### src/shared/or_move_cfg.svh
`ifndef OR_MOVE_CFG_SVH
`define OR_MOVE_CFG_SVH

// word and field layout of one instruction
`define INSTR_W 14
`define ADDR_W 7
`define DATA_W 8
`define OPC_HI 13
`define OPC6_LO 8
`define OPC4_LO 10
`define OPC7_LO 7
`define DEST_BIT 7
`define NOP_ZERO_HI 4

// opcode patterns
`define OPC6_OR_ACCUM 6'h04
`define OPC6_COPY_REG 6'h08
`define OPC4_LOAD_LIT 4'hc
`define OPC7_STORE 7'h01
`define OPC7_NOP 7'h00

// reset values
`define ACCUM_RST 8'h00
`define NULL_FLAG_RST 1'b0

// clocks taken per instruction: issue plus execute
`define CLOCKS_PER_INSTR 2

`endif

### src/shared/or_move_pkg.sv
package or_move_pkg;

  // decoded operation of the group
  typedef enum logic [2:0] {
    OP_NONE = 3'b000,
    OP_OR_ACCUM = 3'b001,
    OP_COPY_REG = 3'b010,
    OP_LOAD_LIT = 3'b011,
    OP_STORE_ACCUM = 3'b100,
    OP_OTHER = 3'b101
  } op_t;

  typedef enum logic [0:0] {
    ST_ISSUE = 1'b0,
    ST_EXEC = 1'b1
  } phase_t;

  // one file-register write
  typedef struct packed {
    logic en;
    logic [6:0] addr;
    logic [7:0] data;
  } reg_write_t;

  // processor state seen by the outside
  typedef struct packed {
    logic [7:0] accum;
    logic result_null_flag;
  } core_state_t;

endpackage

### src/logic/reg_file_mem.sv
`timescale 1ns/10ps
module reg_file_mem #(
  parameter int ADDR_W = 7,
  parameter int DATA_W = 8
) (
  input wire logic clock,
  input wire logic [ADDR_W-1:0] rd_addr,
  output logic [DATA_W-1:0] rd_data,
  input wire logic wr_en,
  input wire logic [ADDR_W-1:0] wr_addr,
  input wire logic [DATA_W-1:0] wr_data
);

  logic [DATA_W-1:0] mem [0:(1<<ADDR_W)-1];

  // synchronous write, registered read
  always_ff @(posedge clock) begin
    if (wr_en) begin
      mem[wr_addr] <= wr_data;
    end
    rd_data <= mem[rd_addr];
  end

endmodule

### src/logic/or_move_instr_exec.sv
// Overview of operation
// - 00 0100 d f decodes as or_accum_into_reg; OR accumulator with f, set null flag.
// - destination bit 0 puts the result in the accumulator, register untouched.
// - destination bit 1 writes the result back into the addressed register.
// - 00 1000 d f decodes as copy_reg; register value moves unchanged to destination.
// - copy_reg sets the null flag from the moved value, also when copied in place.
// - 11 00xx k decodes as load_literal; literal to accumulator, flags unchanged.
// - 00 0000 1 f decodes as store_accum; accumulator to register, flags unchanged.
`timescale 1ns/10ps
`include "or_move_cfg.svh"
module or_move_instr_exec #(
  parameter int ADDR_W = `ADDR_W,
  parameter int DATA_W = `DATA_W
) (
  input wire logic clock,
  input wire logic resetn,
  input wire logic instr_valid,
  input wire logic [`INSTR_W-1:0] instr_word,
  output logic instr_ready_q,
  output logic instr_done_q,
  output logic unsupported_q,
  output or_move_pkg::core_state_t core_q,
  output or_move_pkg::reg_write_t wb_q
);
  import or_move_pkg::*;

  // classify one instruction word of this group
  function automatic op_t decode(input logic [`INSTR_W-1:0] w);
    op_t op;
    op = OP_OTHER;
    if (w[`OPC_HI:`OPC6_LO] == `OPC6_OR_ACCUM) begin
      op = OP_OR_ACCUM;
    end else if (w[`OPC_HI:`OPC6_LO] == `OPC6_COPY_REG) begin
      op = OP_COPY_REG;
    end else if (w[`OPC_HI:`OPC4_LO] == `OPC4_LOAD_LIT) begin
      op = OP_LOAD_LIT;
    end else if (w[`OPC_HI:`OPC7_LO] == `OPC7_STORE) begin
      op = OP_STORE_ACCUM;
    end else if (w[`OPC_HI:`OPC7_LO] == `OPC7_NOP && w[`NOP_ZERO_HI:0] == 5'h00) begin
      op = OP_NONE;
    end
    return op;
  endfunction

  phase_t phase_q, phase_d;
  logic [`INSTR_W-1:0] instr_q, instr_d;
  logic [DATA_W-1:0] accum_q, accum_d;
  logic null_q, null_d;
  logic ready_d, done_d, unsup_d;
  reg_write_t wb_d;
  logic [DATA_W-1:0] rd_data;
  logic [ADDR_W-1:0] rd_addr;
  op_t exec_op;
  logic exec_dest;
  logic [ADDR_W-1:0] exec_addr;
  logic [DATA_W-1:0] result;

  // fields of the held instruction; read address from the offered word
  assign exec_op = decode(instr_q);
  assign exec_dest = instr_q[`DEST_BIT];
  assign exec_addr = instr_q[ADDR_W-1:0];
  assign rd_addr = instr_word[ADDR_W-1:0];

  // file registers, read while the instruction is taken
  reg_file_mem #(
    .ADDR_W(ADDR_W),
    .DATA_W(DATA_W)
  ) u_mem (
    .clock(clock),
    .rd_addr(rd_addr),
    .rd_data(rd_data),
    .wr_en(wb_d.en),
    .wr_addr(wb_d.addr),
    .wr_data(wb_d.data)
  );

  // operation result ahead of the destination choice
  always_comb begin
    unique case (exec_op)
      OP_OR_ACCUM: result = accum_q | rd_data;
      OP_COPY_REG: result = rd_data;
      default: result = accum_q;
    endcase
  end

  // issue and execute sequencing with the state updates
  always_comb begin
    phase_d = phase_q;
    instr_d = instr_q;
    accum_d = accum_q;
    null_d = null_q;
    ready_d = 1'b0;
    done_d = 1'b0;
    unsup_d = 1'b0;
    wb_d = '0;
    unique case (phase_q)
      ST_ISSUE: begin
        if (instr_valid && instr_ready_q) begin
          instr_d = instr_word;
          phase_d = ST_EXEC;
        end else begin
          ready_d = 1'b1;
        end
      end
      ST_EXEC: begin
        phase_d = ST_ISSUE;
        ready_d = 1'b1;
        done_d = 1'b1;
        unique case (exec_op)
          OP_OR_ACCUM, OP_COPY_REG: begin
            null_d = (result == '0);
            if (exec_dest) begin
              wb_d.en = 1'b1;
              wb_d.addr = exec_addr;
              wb_d.data = result;
            end else begin
              accum_d = result;
            end
          end
          OP_LOAD_LIT: begin
            accum_d = instr_q[DATA_W-1:0];
          end
          OP_STORE_ACCUM: begin
            wb_d.en = 1'b1;
            wb_d.addr = exec_addr;
            wb_d.data = accum_q;
          end
          OP_NONE: begin
            accum_d = accum_q;
          end
          OP_OTHER: begin
            unsup_d = 1'b1;
          end
        endcase
      end
    endcase
  end

  // registers of the sequencer and the processor state
  always_ff @(posedge clock or negedge resetn) begin
    if (!resetn) begin
      phase_q <= ST_ISSUE;
      instr_q <= '0;
      accum_q <= `ACCUM_RST;
      null_q <= `NULL_FLAG_RST;
      instr_ready_q <= 1'b0;
      instr_done_q <= 1'b0;
      unsupported_q <= 1'b0;
      core_q <= '0;
      wb_q <= '0;
    end else begin
      phase_q <= phase_d;
      instr_q <= instr_d;
      accum_q <= accum_d;
      null_q <= null_d;
      instr_ready_q <= ready_d;
      instr_done_q <= done_d;
      unsupported_q <= unsup_d;
      core_q <= '{accum: accum_d, result_null_flag: null_d};
      wb_q <= wb_d;
    end
  end

  // checks on the execute phase
  wire exec_now = (phase_q == ST_EXEC);

  a_or_null_flag: assert property (@(posedge clock) disable iff (!resetn)
    exec_now && exec_op == OP_OR_ACCUM |=>
      null_q == (($past(accum_q) | $past(rd_data)) == '0))
    else $error("or result null flag wrong");

  a_dest_zero_accum: assert property (@(posedge clock) disable iff (!resetn)
    exec_now && exec_op inside {OP_OR_ACCUM, OP_COPY_REG} && !exec_dest |=>
      accum_q == $past(result) && !wb_q.en)
    else $error("dest 0 must load accumulator only");

  a_dest_one_write: assert property (@(posedge clock) disable iff (!resetn)
    exec_now && exec_op inside {OP_OR_ACCUM, OP_COPY_REG} && exec_dest |=>
      wb_q.en && wb_q.addr == $past(exec_addr) && $stable(accum_q))
    else $error("dest 1 must write the register");

  a_copy_unchanged: assert property (@(posedge clock) disable iff (!resetn)
    exec_now && exec_op == OP_COPY_REG && exec_dest |=> wb_q.data == $past(rd_data))
    else $error("copy altered the value");

  a_copy_null_flag: assert property (@(posedge clock) disable iff (!resetn)
    exec_now && exec_op == OP_COPY_REG |=> null_q == ($past(rd_data) == '0))
    else $error("copy null flag wrong");

  a_literal_load: assert property (@(posedge clock) disable iff (!resetn)
    exec_now && exec_op == OP_LOAD_LIT |=>
      accum_q == $past(instr_q[7:0]) && $stable(null_q))
    else $error("literal load wrong");

  a_store_accum: assert property (@(posedge clock) disable iff (!resetn)
    exec_now && exec_op == OP_STORE_ACCUM |=>
      wb_q.en && wb_q.data == $past(accum_q) && $stable(null_q))
    else $error("store wrong");

  a_nop_quiet: assert property (@(posedge clock) disable iff (!resetn)
    exec_now && exec_op == OP_NONE |=> $stable(accum_q) && $stable(null_q) && !wb_q.en)
    else $error("no-op changed state");

  a_one_exec_cycle: assert property (@(posedge clock) disable iff (!resetn)
    phase_q == ST_ISSUE && instr_valid && instr_ready_q |=> exec_now ##1 instr_done_q)
    else $error("instruction not done in time");

  c_or_to_reg: cover property (@(posedge clock) disable iff (!resetn)
    exec_now && exec_op == OP_OR_ACCUM && exec_dest);
  c_copy_in_place_zero: cover property (@(posedge clock) disable iff (!resetn)
    exec_now && exec_op == OP_COPY_REG && exec_dest && rd_data == '0);
  c_store_then_load: cover property (@(posedge clock) disable iff (!resetn)
    exec_now && exec_op == OP_STORE_ACCUM ##2 exec_now && exec_op == OP_LOAD_LIT);

endmodule

### config.mk
export PLATFORM = sky130hd
export DESIGN_NAME = or_move_instr_exec
export DESIGN_NICKNAME = d
export VERILOG_FILES = /design/src/shared/or_move_pkg.sv /design/src/logic/reg_file_mem.sv /design/src/logic/or_move_instr_exec.sv
export VERILOG_INCLUDE_DIRS = /design/src /design/src/shared
export SDC_FILE = /design/constraint.sdc
export NUM_CORES = 1
export LEC_CHECK = 0
export BUFFER_PORTS_ARGS = -buffer_cell sky130_fd_sc_hd__buf_2
export CORE_MARGIN = 5
export CORE_UTILIZATION = 65
export CTS_BUF_LIST = sky130_fd_sc_hd__clkbuf_4
export CTS_CLUSTER_SIZE = 8
export DETAILED_ROUTE_END_ITERATION = 10
export PLACE_DENSITY = 0.82
export SLEW_MARGIN = 40
export SYNTH_ARGS = -nofsm -noshare
export SYNTH_HDL_FRONTEND = slang
export SYNTH_SLANG_ARGS = --single-unit
### constraint.sdc
create_clock -name clock -period 21.9 [get_ports clock]
set_input_delay 4.38 -clock clock [delete_from_list [all_inputs] [get_ports clock]]
set_output_delay 4.38 -clock clock [all_outputs]
set_load 0.05 [all_outputs]
==> reports/qor.txt, run 1 <==
VDD IR max -> 0.0417 mV
Detailed Place HPWL -> 57700 um
Max-Cap Viols -> 0
H-tree depth -> 5
Top FF cell, synth -> edfxtp_1
leakage power total -> 0.0123 uW
Post-CTS Hold Buffers -> 0
Worst-path clk slew -> 0.07 ns
largest fanout on the critical path -> 63
TritonRoute pass-1 iters -> 6
min cycle time layout -> 7.25 ns
DRC -> 0
commonest non-fill, non-tap cell in the layout -> edfxtp_1
Finished Layout Cells -> 3119
share of cells above drive strength 1 -> 40.2%
clk buf depth -> 4
sequential share of the synthesized area -> 76.9%
Area Overhead vs Synth -> 11.6%
vias in the first global route -> 22000
Final period util -> 33.1%
WL final -> 99100 um
fraction of registers with async set/reset -> 4.00%
Ports -> 45
nets -> 2101
net count after synthesis -> 1849
Synth Register Bits -> 1075
crit start category -> input pin
post-place instance area -> 0.0431 sq mm
final-report hold violation count -> 0
total CTS buffers -> 276
mean post-synth cell area -> 22.7 sq um
RSZ-0062 raised after global routing -> false
most frequent CP cell -> mux4_2
largest net degree at the start of global routing -> 113
Core Util, Final -> 73.5%
1st-iter DRT viols -> 3096
outcome -> finished, final reports clean
core area -> 0.0632 sq mm
CTS Sinks -> 1075
drt wl/cell -> 31.8 um
skew final -> 0.0956 ns
CTS tree -> built
Post-Layout Inst Area -> 0.0464 sq mm
CP peak stage delay -> 0.62 ns
Required @ worst endpoint -> 22.84 ns
Die ar. -> 0.0692 sq mm
routed vias -> 21500
endpoint type of the worst setup path -> flop
commonest non-fill, non-tap cells in the layout -> edfxtp_1, clkbuf_4, mux4_2, nor2_1, nor2_2
PD cells -> 86.9 mW/mm^2
gpl congestion -> 0.844
kind of critical path -> in -> reg
synthesized area -> 0.0416 sq mm
row cnt -> 92
Worst slew margin -> 40.0%
slowest CP cell -> mux4_2
dpl cells -> 2649
Syn. warnings -> 0
first-pass GRT wire length -> 145000 um
Die Ht -> 263 um
Die Wd -> 263 um
Post-DRT Antenna Nets -> 0
TNS Setup -> 0 ns
Top delay family on crit path -> multiplexers
antenna violations before repair -> 8
clk_lat worst skew -> 1.12 ns
Fmax -> 138 MHz
worst-path cell chain -> buf_8 -> buf_16 -> buf_12 -> buf_16 -> mux4_2 -> mux4_2 -> mux4_2 -> mux2_2
worst slew pin tran -> 0.897 ns
Mapped Cells -> 1832
Max Slew Vio Count -> 0
Buffers on Ports -> 44
Synth cell types -> 43
Critical Path AT -> 8.19 ns
final setup vio count -> 0
Setup Buffers After CTS -> 0
Post-synth EDFFs -> 1024
Worst Hold Class -> reg -> reg
Starting Density -> 65.8%
root buffer cell -> clkbuf_4
Tot GR Track Use -> 28.8%
CTS resizes -> 0
DR vias/cell -> 6.89
WP buf/inv -> 4
grt ovf -> 0
==> registers in the layout, indices dropped and copies added, names as in the netlist <==
signal and cells:
u_mem.mem 1024, wb_q 16, instr_q 14, accum_q 8, u_mem.rd_data 8, exec_now 1, instr_done_q 1, instr_ready_q 1
null_q 1, unsupported_q 1
==> path summary, 6_finish.rpt <==
kind / startpoint / to / slack [ns] / depth (start not counted)
hold reg to reg: instr_q[9] / instr_q[9] / 0.55 / 2
min in group asynchronous: resetn / instr_q[12] / 3.25 / 1
hold / removal: instr_q[9] / instr_q[9] / 0.55 / 2
setup / recovery: instr_word[0] / u_mem.rd_data[4] / 14.65 / 8
setup reg to reg: instr_q[13] / u_mem.mem[115][0] / 16.95 / 6
max in group asynchronous: resetn / wb_q[15] / 18.24 / 1
==> logic make-up (layout without fill, tap and decap cells) <==
group                     Yosys count  after routing  share of synthesized area, %
DFF                              1075           1075                          76.9
muxes                             351            351                          18.6
and+or+nand+nor                   254            254                          2.63
buffers and inverters             108            544                          1.13
AOI/OAI and AO/OA                  42             42                         0.704
xor gates and xnor gates            2              2                        0.0421
other                               0              5                             0
==> area by class of cell <==
cell class / count / area [sq um]
clock inverters: 77 / 323
well taps: 846 / 1060
clock buffers: 385 / 2890
flip-flops and latches: 1075 / 32000
repair buffers: 79 / 716
inverters: 3 / 11.3
multi-input cells: 649 / 9440
fillers: 3198 / 16800
diodes: 5 / 12.5
==> routing by layer <==
metal | global-route usage [%] | up-vias | wire length, um
met5 | 0 | - | 27
met3 | 9.70 | 271 | 13100
li1 | - | 8399 | -
met4 | 10.3 | 4 | 3460
met1 | 40.0 | 11000 | 34100
met2 | 44.2 | 1850 | 48400
==> through the flow <==
| step | setup WS [ns] | total power [uW] | hold slack (ns) |
|---|---|---|---|
| 2_1_floorplan | 13.59 | 2420 | 0.404 |
| 3_3_place_gp | 13.01 | 2460 | 0.466 |
| 3_5_place_dp | 13.49 | 2480 | 0.524 |
| 4_1_cts | 14.64 | 4050 | 0.541 |
| 5_1_grt | 14.40 | 4190 | 0.598 |
| 6_report | 14.65 | 4040 | 0.553 |
==> power by group <==
group / leakage (uW) / switching, uW / internal [uW]
Combinational: 0.00250 / 113 / 62.8
Sequential: 0.00790 / 27.8 / 2230
Clock: 0.00193 / 778 / 822
==> cell usage after synthesis (7+ instances only) <==
| cell | count | area share, % |
|---|---|---|
| edfxtp_1 | 1024 | 74 |
| mux4_2 | 336 | 18 |
| nor2_1 | 142 | 1.3 |
| nand2_1 | 59 | 0.53 |
| clkbuf_1 | 52 | 0.47 |
| dfrtp_1 | 43 | 2.6 |
| buf_2 | 25 | 0.30 |
| buf_1 | 21 | 0.19 |
| mux2_2 | 15 | 0.41 |
| nand3_1 | 14 | 0.17 |
| and2_1 | 9 | 0.14 |
| o21ai_0 | 9 | 0.11 |
| a31oi_1 | 8 | 0.12 |
| dfxtp_1 | 8 | 0.38 |
| a21boi_0 | 7 | 0.13 |
| a21o_1 | 7 | 0.13 |
==> tightest hold or removal path, stage by stage, from the launching register on <==
cell and delay, ns:
dfrtp_1 0.39, nand2_1 0.06, nand2_1 0.07
No activity file was read; power rests on OpenSTA's default activity.
==> inputs of run 2 (changes only) <==
Settings changed: CORE_UTILIZATION 65 to 59, PLACE_DENSITY 0.82 to 0.78.
Clock period 21.9 ns to 6.4 ns, I/O delays scaled along.
==> run 2 against run 1 <==
Compared with the run above:
- sequential share of layout area shrank 0.11 points
- via count shrank 3.1%
- sequential power grew to 3.4 times the previous value
- sequential cell count is the same
- wire length shrank 4.8%
- design area grew 0.16%
- combinational power grew to 3.3 times the previous value
- worst hold slack lost 0.38 ns
- non-clock buffer count grew 16
- critical path depth shrank 1
- clock-buffer cell count shrank 14
- critical endpoint is now u_mem.mem[120][1]
==> reports/qor.txt, run 2 (synthesis gave the netlist of run 1 again) <==
Register Area -> 0.0320 sq mm
H-tree depth -> 5
Area Overhead vs Synth -> 11.8%
final setup vio count -> 0
Worst Hold Class -> in -> async
grt ovf -> 0
most frequent CP cell -> buf_4
leakage power total -> 0.0123 uW
endpoint type of the worst setup path -> flop
Clock power frac -> 39.1%
kind of critical path -> reg -> reg
CTS tree -> built
Tot GR Track Use -> 25.5%
worst slew pin tran -> 0.886 ns
skew final -> 0.0579 ns
worst-path cell chain -> or4_1 -> or3_4 -> inv_1 -> nand3b_1 -> buf_4 -> nor2_1 -> buf_4
CP peak stage delay -> 0.78 ns
Comb power frac -> 4.3%
antenna violations before repair -> 9
Final period util -> 69.7%
part of the power in registers -> 56.7%
PD cells -> 293 mW/mm^2
first-pass GRT wire length -> 139000 um
Worst-path clk slew -> 0.08 ns
hold slack -> 0.177 ns
Setup Buffers After CTS -> 0
Multi-input gate area -> 0.00942 sq mm
Detailed Place HPWL -> 56000 um
Post-DRT Antenna Nets -> 0
switching share of total power -> 22.5%
Post-CTS Hold Buffers -> 0
Die Wd -> 276 um
Biggest register -> u_mem.mem
CTS Sinks -> 1075
min cycle time layout -> 4.46 ns
DR vias/cell -> 6.48
largest net degree at the start of global routing -> 117
WL final -> 94300 um
Max-Cap Viols -> 0
root buffer cell -> clkbuf_4
commonest non-fill, non-tap cells in the layout -> edfxtp_1, clkbuf_4, mux4_2, nor2_1, nor2_2
1st-iter DRT viols -> 2647
gpl congestion -> 0.894
share of cells above drive strength 1 -> 40.2%
Critical Path AT -> 5.26 ns
WP buf/inv -> 3
P_int -> 10600 uW
core area -> 0.0700 sq mm
crit start category -> flop
vias in the first global route -> 21300
RSZ-0062 raised after global routing -> false
nets -> 2118
commonest non-fill, non-tap cell in the layout -> edfxtp_1
clk_lat worst skew -> 1.10 ns
slowest CP cell -> or4_1
CTS resizes -> 0
Worst slew margin -> 40.7%
Fmax -> 224 MHz
Starting Density -> 59.4%
max reg flops -> 1024
routed vias -> 20800
Max Slew Vio Count -> 0
drt wl/cell -> 29.4 um
Top delay family on crit path -> simple AND/OR/NAND/NOR gates
row cnt -> 97
total CTS buffers -> 277
TNS Setup -> 0 ns
Required @ worst endpoint -> 7.20 ns
Largest regs -> u_mem.mem (1024), wb_q (16), instr_q (14)
Die ar. -> 0.0759 sq mm
clk buf depth -> 4
final-report hold violation count -> 0
Fillers -> 4293
Die Ht -> 276 um
TritonRoute pass-1 iters -> 5
largest fanout on the critical path -> 21
VDD IR max -> 0.184 mV
Buffers on Ports -> 44
Net Sw Power -> 3070 uW
DRC -> 0
Ports -> 45
outcome -> finished, final reports clean
[run 2: cell types whose count changed in the layout (fill, tap and decap cells not counted), sizes merged]
cell | previous run | this run
inv | 8 | 7
clkbuf | 385 | 372
buf | 79 | 94
diode | 5 | 2
[run 2: area by class of cell]
| type | count | area share (%) |
|---|---|---|
| Tap cell | 940 | 2.53 |
| Clock inverter | 76 | 0.691 |
| Antenna cell | 2 | 0.0108 |
| Inverter | 3 | 0.0242 |
| Clock buffer | 371 | 5.99 |
| Multi-Input combinational cell | 649 | 20.2 |
| Timing Repair Buffer | 95 | 1.74 |
| Sequential cell | 1075 | 68.8 |
[run 2: worst paths after layout]
path                                      to  cells past startpoint  slack [ns]      startpoint
hold reg to reg                       null_q                      2        0.52          null_q
setup / recovery           u_mem.mem[120][1]                      7        1.94     instr_q[13]
max in group asynchronous         accum_q[6]                      1        5.83          resetn
hold / removal                    instr_q[0]                      1        0.18          resetn
setup reg to reg           u_mem.mem[120][1]                      7        1.94     instr_q[13]
min in group clock               instr_q[13]                      3        0.39  instr_word[13]
[run 2: worst reg2reg max path, stage by stage, from the launching register on]
cell and delay, ns:
dfrtp_1 0.43, or4_1 0.79, or3_4 0.53, inv_1 0.48, nand3b_1 0.63, buf_4 0.44, nor2_1 0.60, buf_4 0.27
[run 2: per-layer routing]
layer,global-route usage [%],up-vias,wire length (um)
met5,0,-,13
met2,38.7,1463,45500
li1,-,8404,-
met3,9.67,168,12000
met1,35.5,10800,34500
met4,7.91,2,2260
[run 2: power by group through the flow]
stage | Sequential, uW | Combinational (uW) | Clock, uW
4_1_cts | 7720 | 582 | 5420
3_5_place_dp | 7880 | 580 | 0
5_1_grt | 7730 | 620 | 5860
2_1_floorplan | 7900 | 384 | 0
6_report | 7730 | 585 | 5330
3_3_place_gp | 7870 | 562 | 0
[run 2: per-stage QoR]
step / std cells / utilization [%] / worst slack (ns) / total power [uW] / area (sq um)
detailed placement: 2761 / 61.8 / 1.98 / 8460 / 43300
CTS: 3208 / 66.3 / 2.00 / 13700 / 46400
floorplan: 1832 / - / 0.247 / 8280 / 41600
global route: 3210 / 66.4 / 1.77 / 14200 / 46500
finish: 3211 / 66.4 / 1.94 / 13600 / 46500
global placement: 2756 / 61.5 / 1.73 / 8430 / 43100
==> inputs of run 3 (changes only) <==
Clock period 6.4 ns to 3.9 ns, I/O delays scaled along.
==> run 3 against run 2 <==
Compared with the run above:
- combinational power up 74%
- worst hold slack better by 0.059 ns
- non-clock buffer count up 148
- sequential cell count unchanged
- first-iteration DRC count up 14%
- global-route usage up 0.67 points
- sequential power up 64%
- critical path type unchanged
- critical path depth down 2
- largest cell class unchanged
- cell count up 4.8%
- clock-buffer cell count up 22
==> reports/qor.txt, run 3 (synthesis gave the netlist of run 1 again) <==
post-place instance area -> 0.0444 sq mm
Final period util -> 91.6%
CTS tree -> built
commonest non-fill, non-tap cells in the layout -> edfxtp_1, clkbuf_4, mux4_2, buf_4, nor2_1
clk_lat worst skew -> 1.07 ns
Worst Hold Class -> in -> reg
WHS Endpoint -> instr_q[6]
routed vias -> 21500
VDD IR max -> 0.325 mV
Buffers on Ports -> 44
worst slew pin tran -> 0.892 ns
path depth of the worst reg2reg path -> 5
Detailed Place HPWL -> 58900 um
P_int -> 17700 uW
RSZ-0062 raised after global routing -> false
Worst slew margin -> 40.3%
CTS Sinks -> 1075
Post-Layout Inst Area -> 0.0478 sq mm
largest fanout on the critical path -> 14
part of the power in registers -> 55.7%
Post-DRT Antenna Nets -> 0
Core Util, Final -> 68.2%
vias in the first global route -> 22200
Fillers -> 4169
Ports -> 45
Required @ worst endpoint -> 4.56 ns
Starting Density -> 59.4%
antenna violations before repair -> 3
total CTS buffers -> 276
commonest non-fill, non-tap cell in the layout -> edfxtp_1
Area Overhead vs Synth -> 14.8%
clk buf depth -> 4
metal2 WL -> 46900 um
Clock power frac -> 39.8%
WL met3 -> 11300 um
drt wl/cell -> 28.6 um
Max Slew Vio Count -> 0
min cycle time layout -> 3.57 ns
crit start category -> flop
core area -> 0.0700 sq mm
grt ovf -> 0
largest net degree at the start of global routing -> 121
Reg-to-Reg Start -> instr_q[12]
min-delay src -> instr_word[6]
row cnt -> 97
WL final -> 96300 um
Largest regs -> u_mem.mem (1024), wb_q (16), instr_q (14)
switching share of total power -> 22.1%
Worst-path clk slew -> 0.07 ns
top sig layer -> met4
endpoint type of the worst setup path -> flop
gpl congestion -> 0.862
share of cells above drive strength 1 -> 41.5%
H-tree depth -> 5
Net Sw Power -> 5020 uW
TNS Setup -> 0 ns
dpl cells -> 2901
Comb power frac -> 4.5%
root buffer cell -> clkbuf_4
worst hold path depth -> 3
DR vias/cell -> 6.40
final-report hold violation count -> 0
nets -> 2265
final setup vio count -> 0
leakage power total -> 0.0133 uW
met1 wire length -> 35200 um
max reg flops -> 1024
Die Wd -> 276 um
PD cells -> 477 mW/mm^2
Die Ht -> 276 um
Die ar. -> 0.0759 sq mm
Reg2Reg Setup Slack -> 0.33 ns
first-pass GRT wire length -> 143000 um
R2R Path End -> u_mem.mem[68][7]
Biggest register -> u_mem.mem
Max-Cap Viols -> 0
outcome -> finished, final reports clean
skew final -> 0.0971 ns
kind of critical path -> reg -> reg
Critical Path AT -> 4.23 ns
hold slack -> 0.236 ns
Finished Layout Cells -> 3365
DRC -> 0
TritonRoute pass-1 iters -> 5
Fmax -> 280 MHz
Tot GR Track Use -> 26.2%
1st-iter DRT viols -> 3026
-- run 3: changes by cell type in the layout (fill, tap and decap cells not counted), moves of 3 or more --
cell,previous run,this run
inv_2,4,7
nor2_2,68,3
buf_12,7,25
buf_4,35,165
buf_8,6,2
dlygate4sd3_1,0,9
clkbuf_4,371,393
nor2_1,73,138
clkinv_1,63,48
clkinv_2,8,3
-- run 3: worst max-delay path by stage --
stage | from | slack (ns) | cells past startpoint | end
finish | instr_q[12] | 0.33 | 5 | u_mem.mem[68][7]
global placement | instr_word[0] | 0.39 | 7 | u_mem.rd_data[2]
CTS | instr_q[12] | 0.33 | 5 | u_mem.mem[64][2]
global route | instr_q[12] | 0.23 | 5 | u_mem.mem[68][2]
detailed placement | instr_word[0] | 0.36 | 7 | u_mem.rd_data[2]
floorplan | instr_q[12] | 0.02 | 4 | u_mem.mem[0][1]
-- run 3: cell type report --
| cell class | count | area, sq um | share of cell area, % |
|---|---|---|---|
| clock buffers | 393 | 2950 | 6.18 |
| repair buffers | 243 | 2080 | 4.36 |
| multi-input cells | 649 | 9240 | 19.4 |
| diodes | 1 | 2.50 | 0.00524 |
| inverters | 3 | 11.3 | 0.0236 |
| clock inverters | 61 | 312 | 0.652 |
| flip-flops and latches | 1075 | 32000 | 67.0 |
| well taps | 940 | 1180 | 2.46 |
-- run 3: stage by stage --
| step | power, uW | setup WS, ns |
|---|---|---|
| 2_1_floorplan | 13600 | 0.0179 |
| 3_3_place_gp | 13900 | 0.386 |
| 3_5_place_dp | 13900 | 0.361 |
| 4_1_cts | 22900 | 0.331 |
| 5_1_grt | 23700 | 0.230 |
| 6_report | 22800 | 0.328 |
-- run 3: worst max-delay path, stage by stage, from the launching register on --
cell,delay [ns]
dfrtp_1,0.43
or4_1,0.58
or3_4,0.47
inv_1,0.37
nand3_1,0.48
nor2_1,0.82
-- run 3: what timing repair did --
item | CTS | global route
setup buffers | 0 | 0
resized for setup | 0 | 0
hold buffers | 9 | 0
hold endpoints to repair | 51 | 0
-- run 3: metal layers --
| layer | vias up | track usage, % |
|---|---|---|
| met4 | 0 | 9.47 |
| li1 | 8706 | - |
| met1 | 11100 | 36.7 |
| met2 | 1522 | 40.7 |
| met3 | 206 | 7.23 |
| met5 | - | 0 |
-- run 3: power groups by stage --
stage | logic (uW) | registers, uW | clock network, uW
2_1_floorplan | 636 | 13000 | 0
3_3_place_gp | 978 | 12900 | 0
3_5_place_dp | 1000 | 12900 | 0
4_1_cts | 1010 | 12700 | 9260
5_1_grt | 1080 | 12700 | 9960
6_report | 1020 | 12700 | 9060
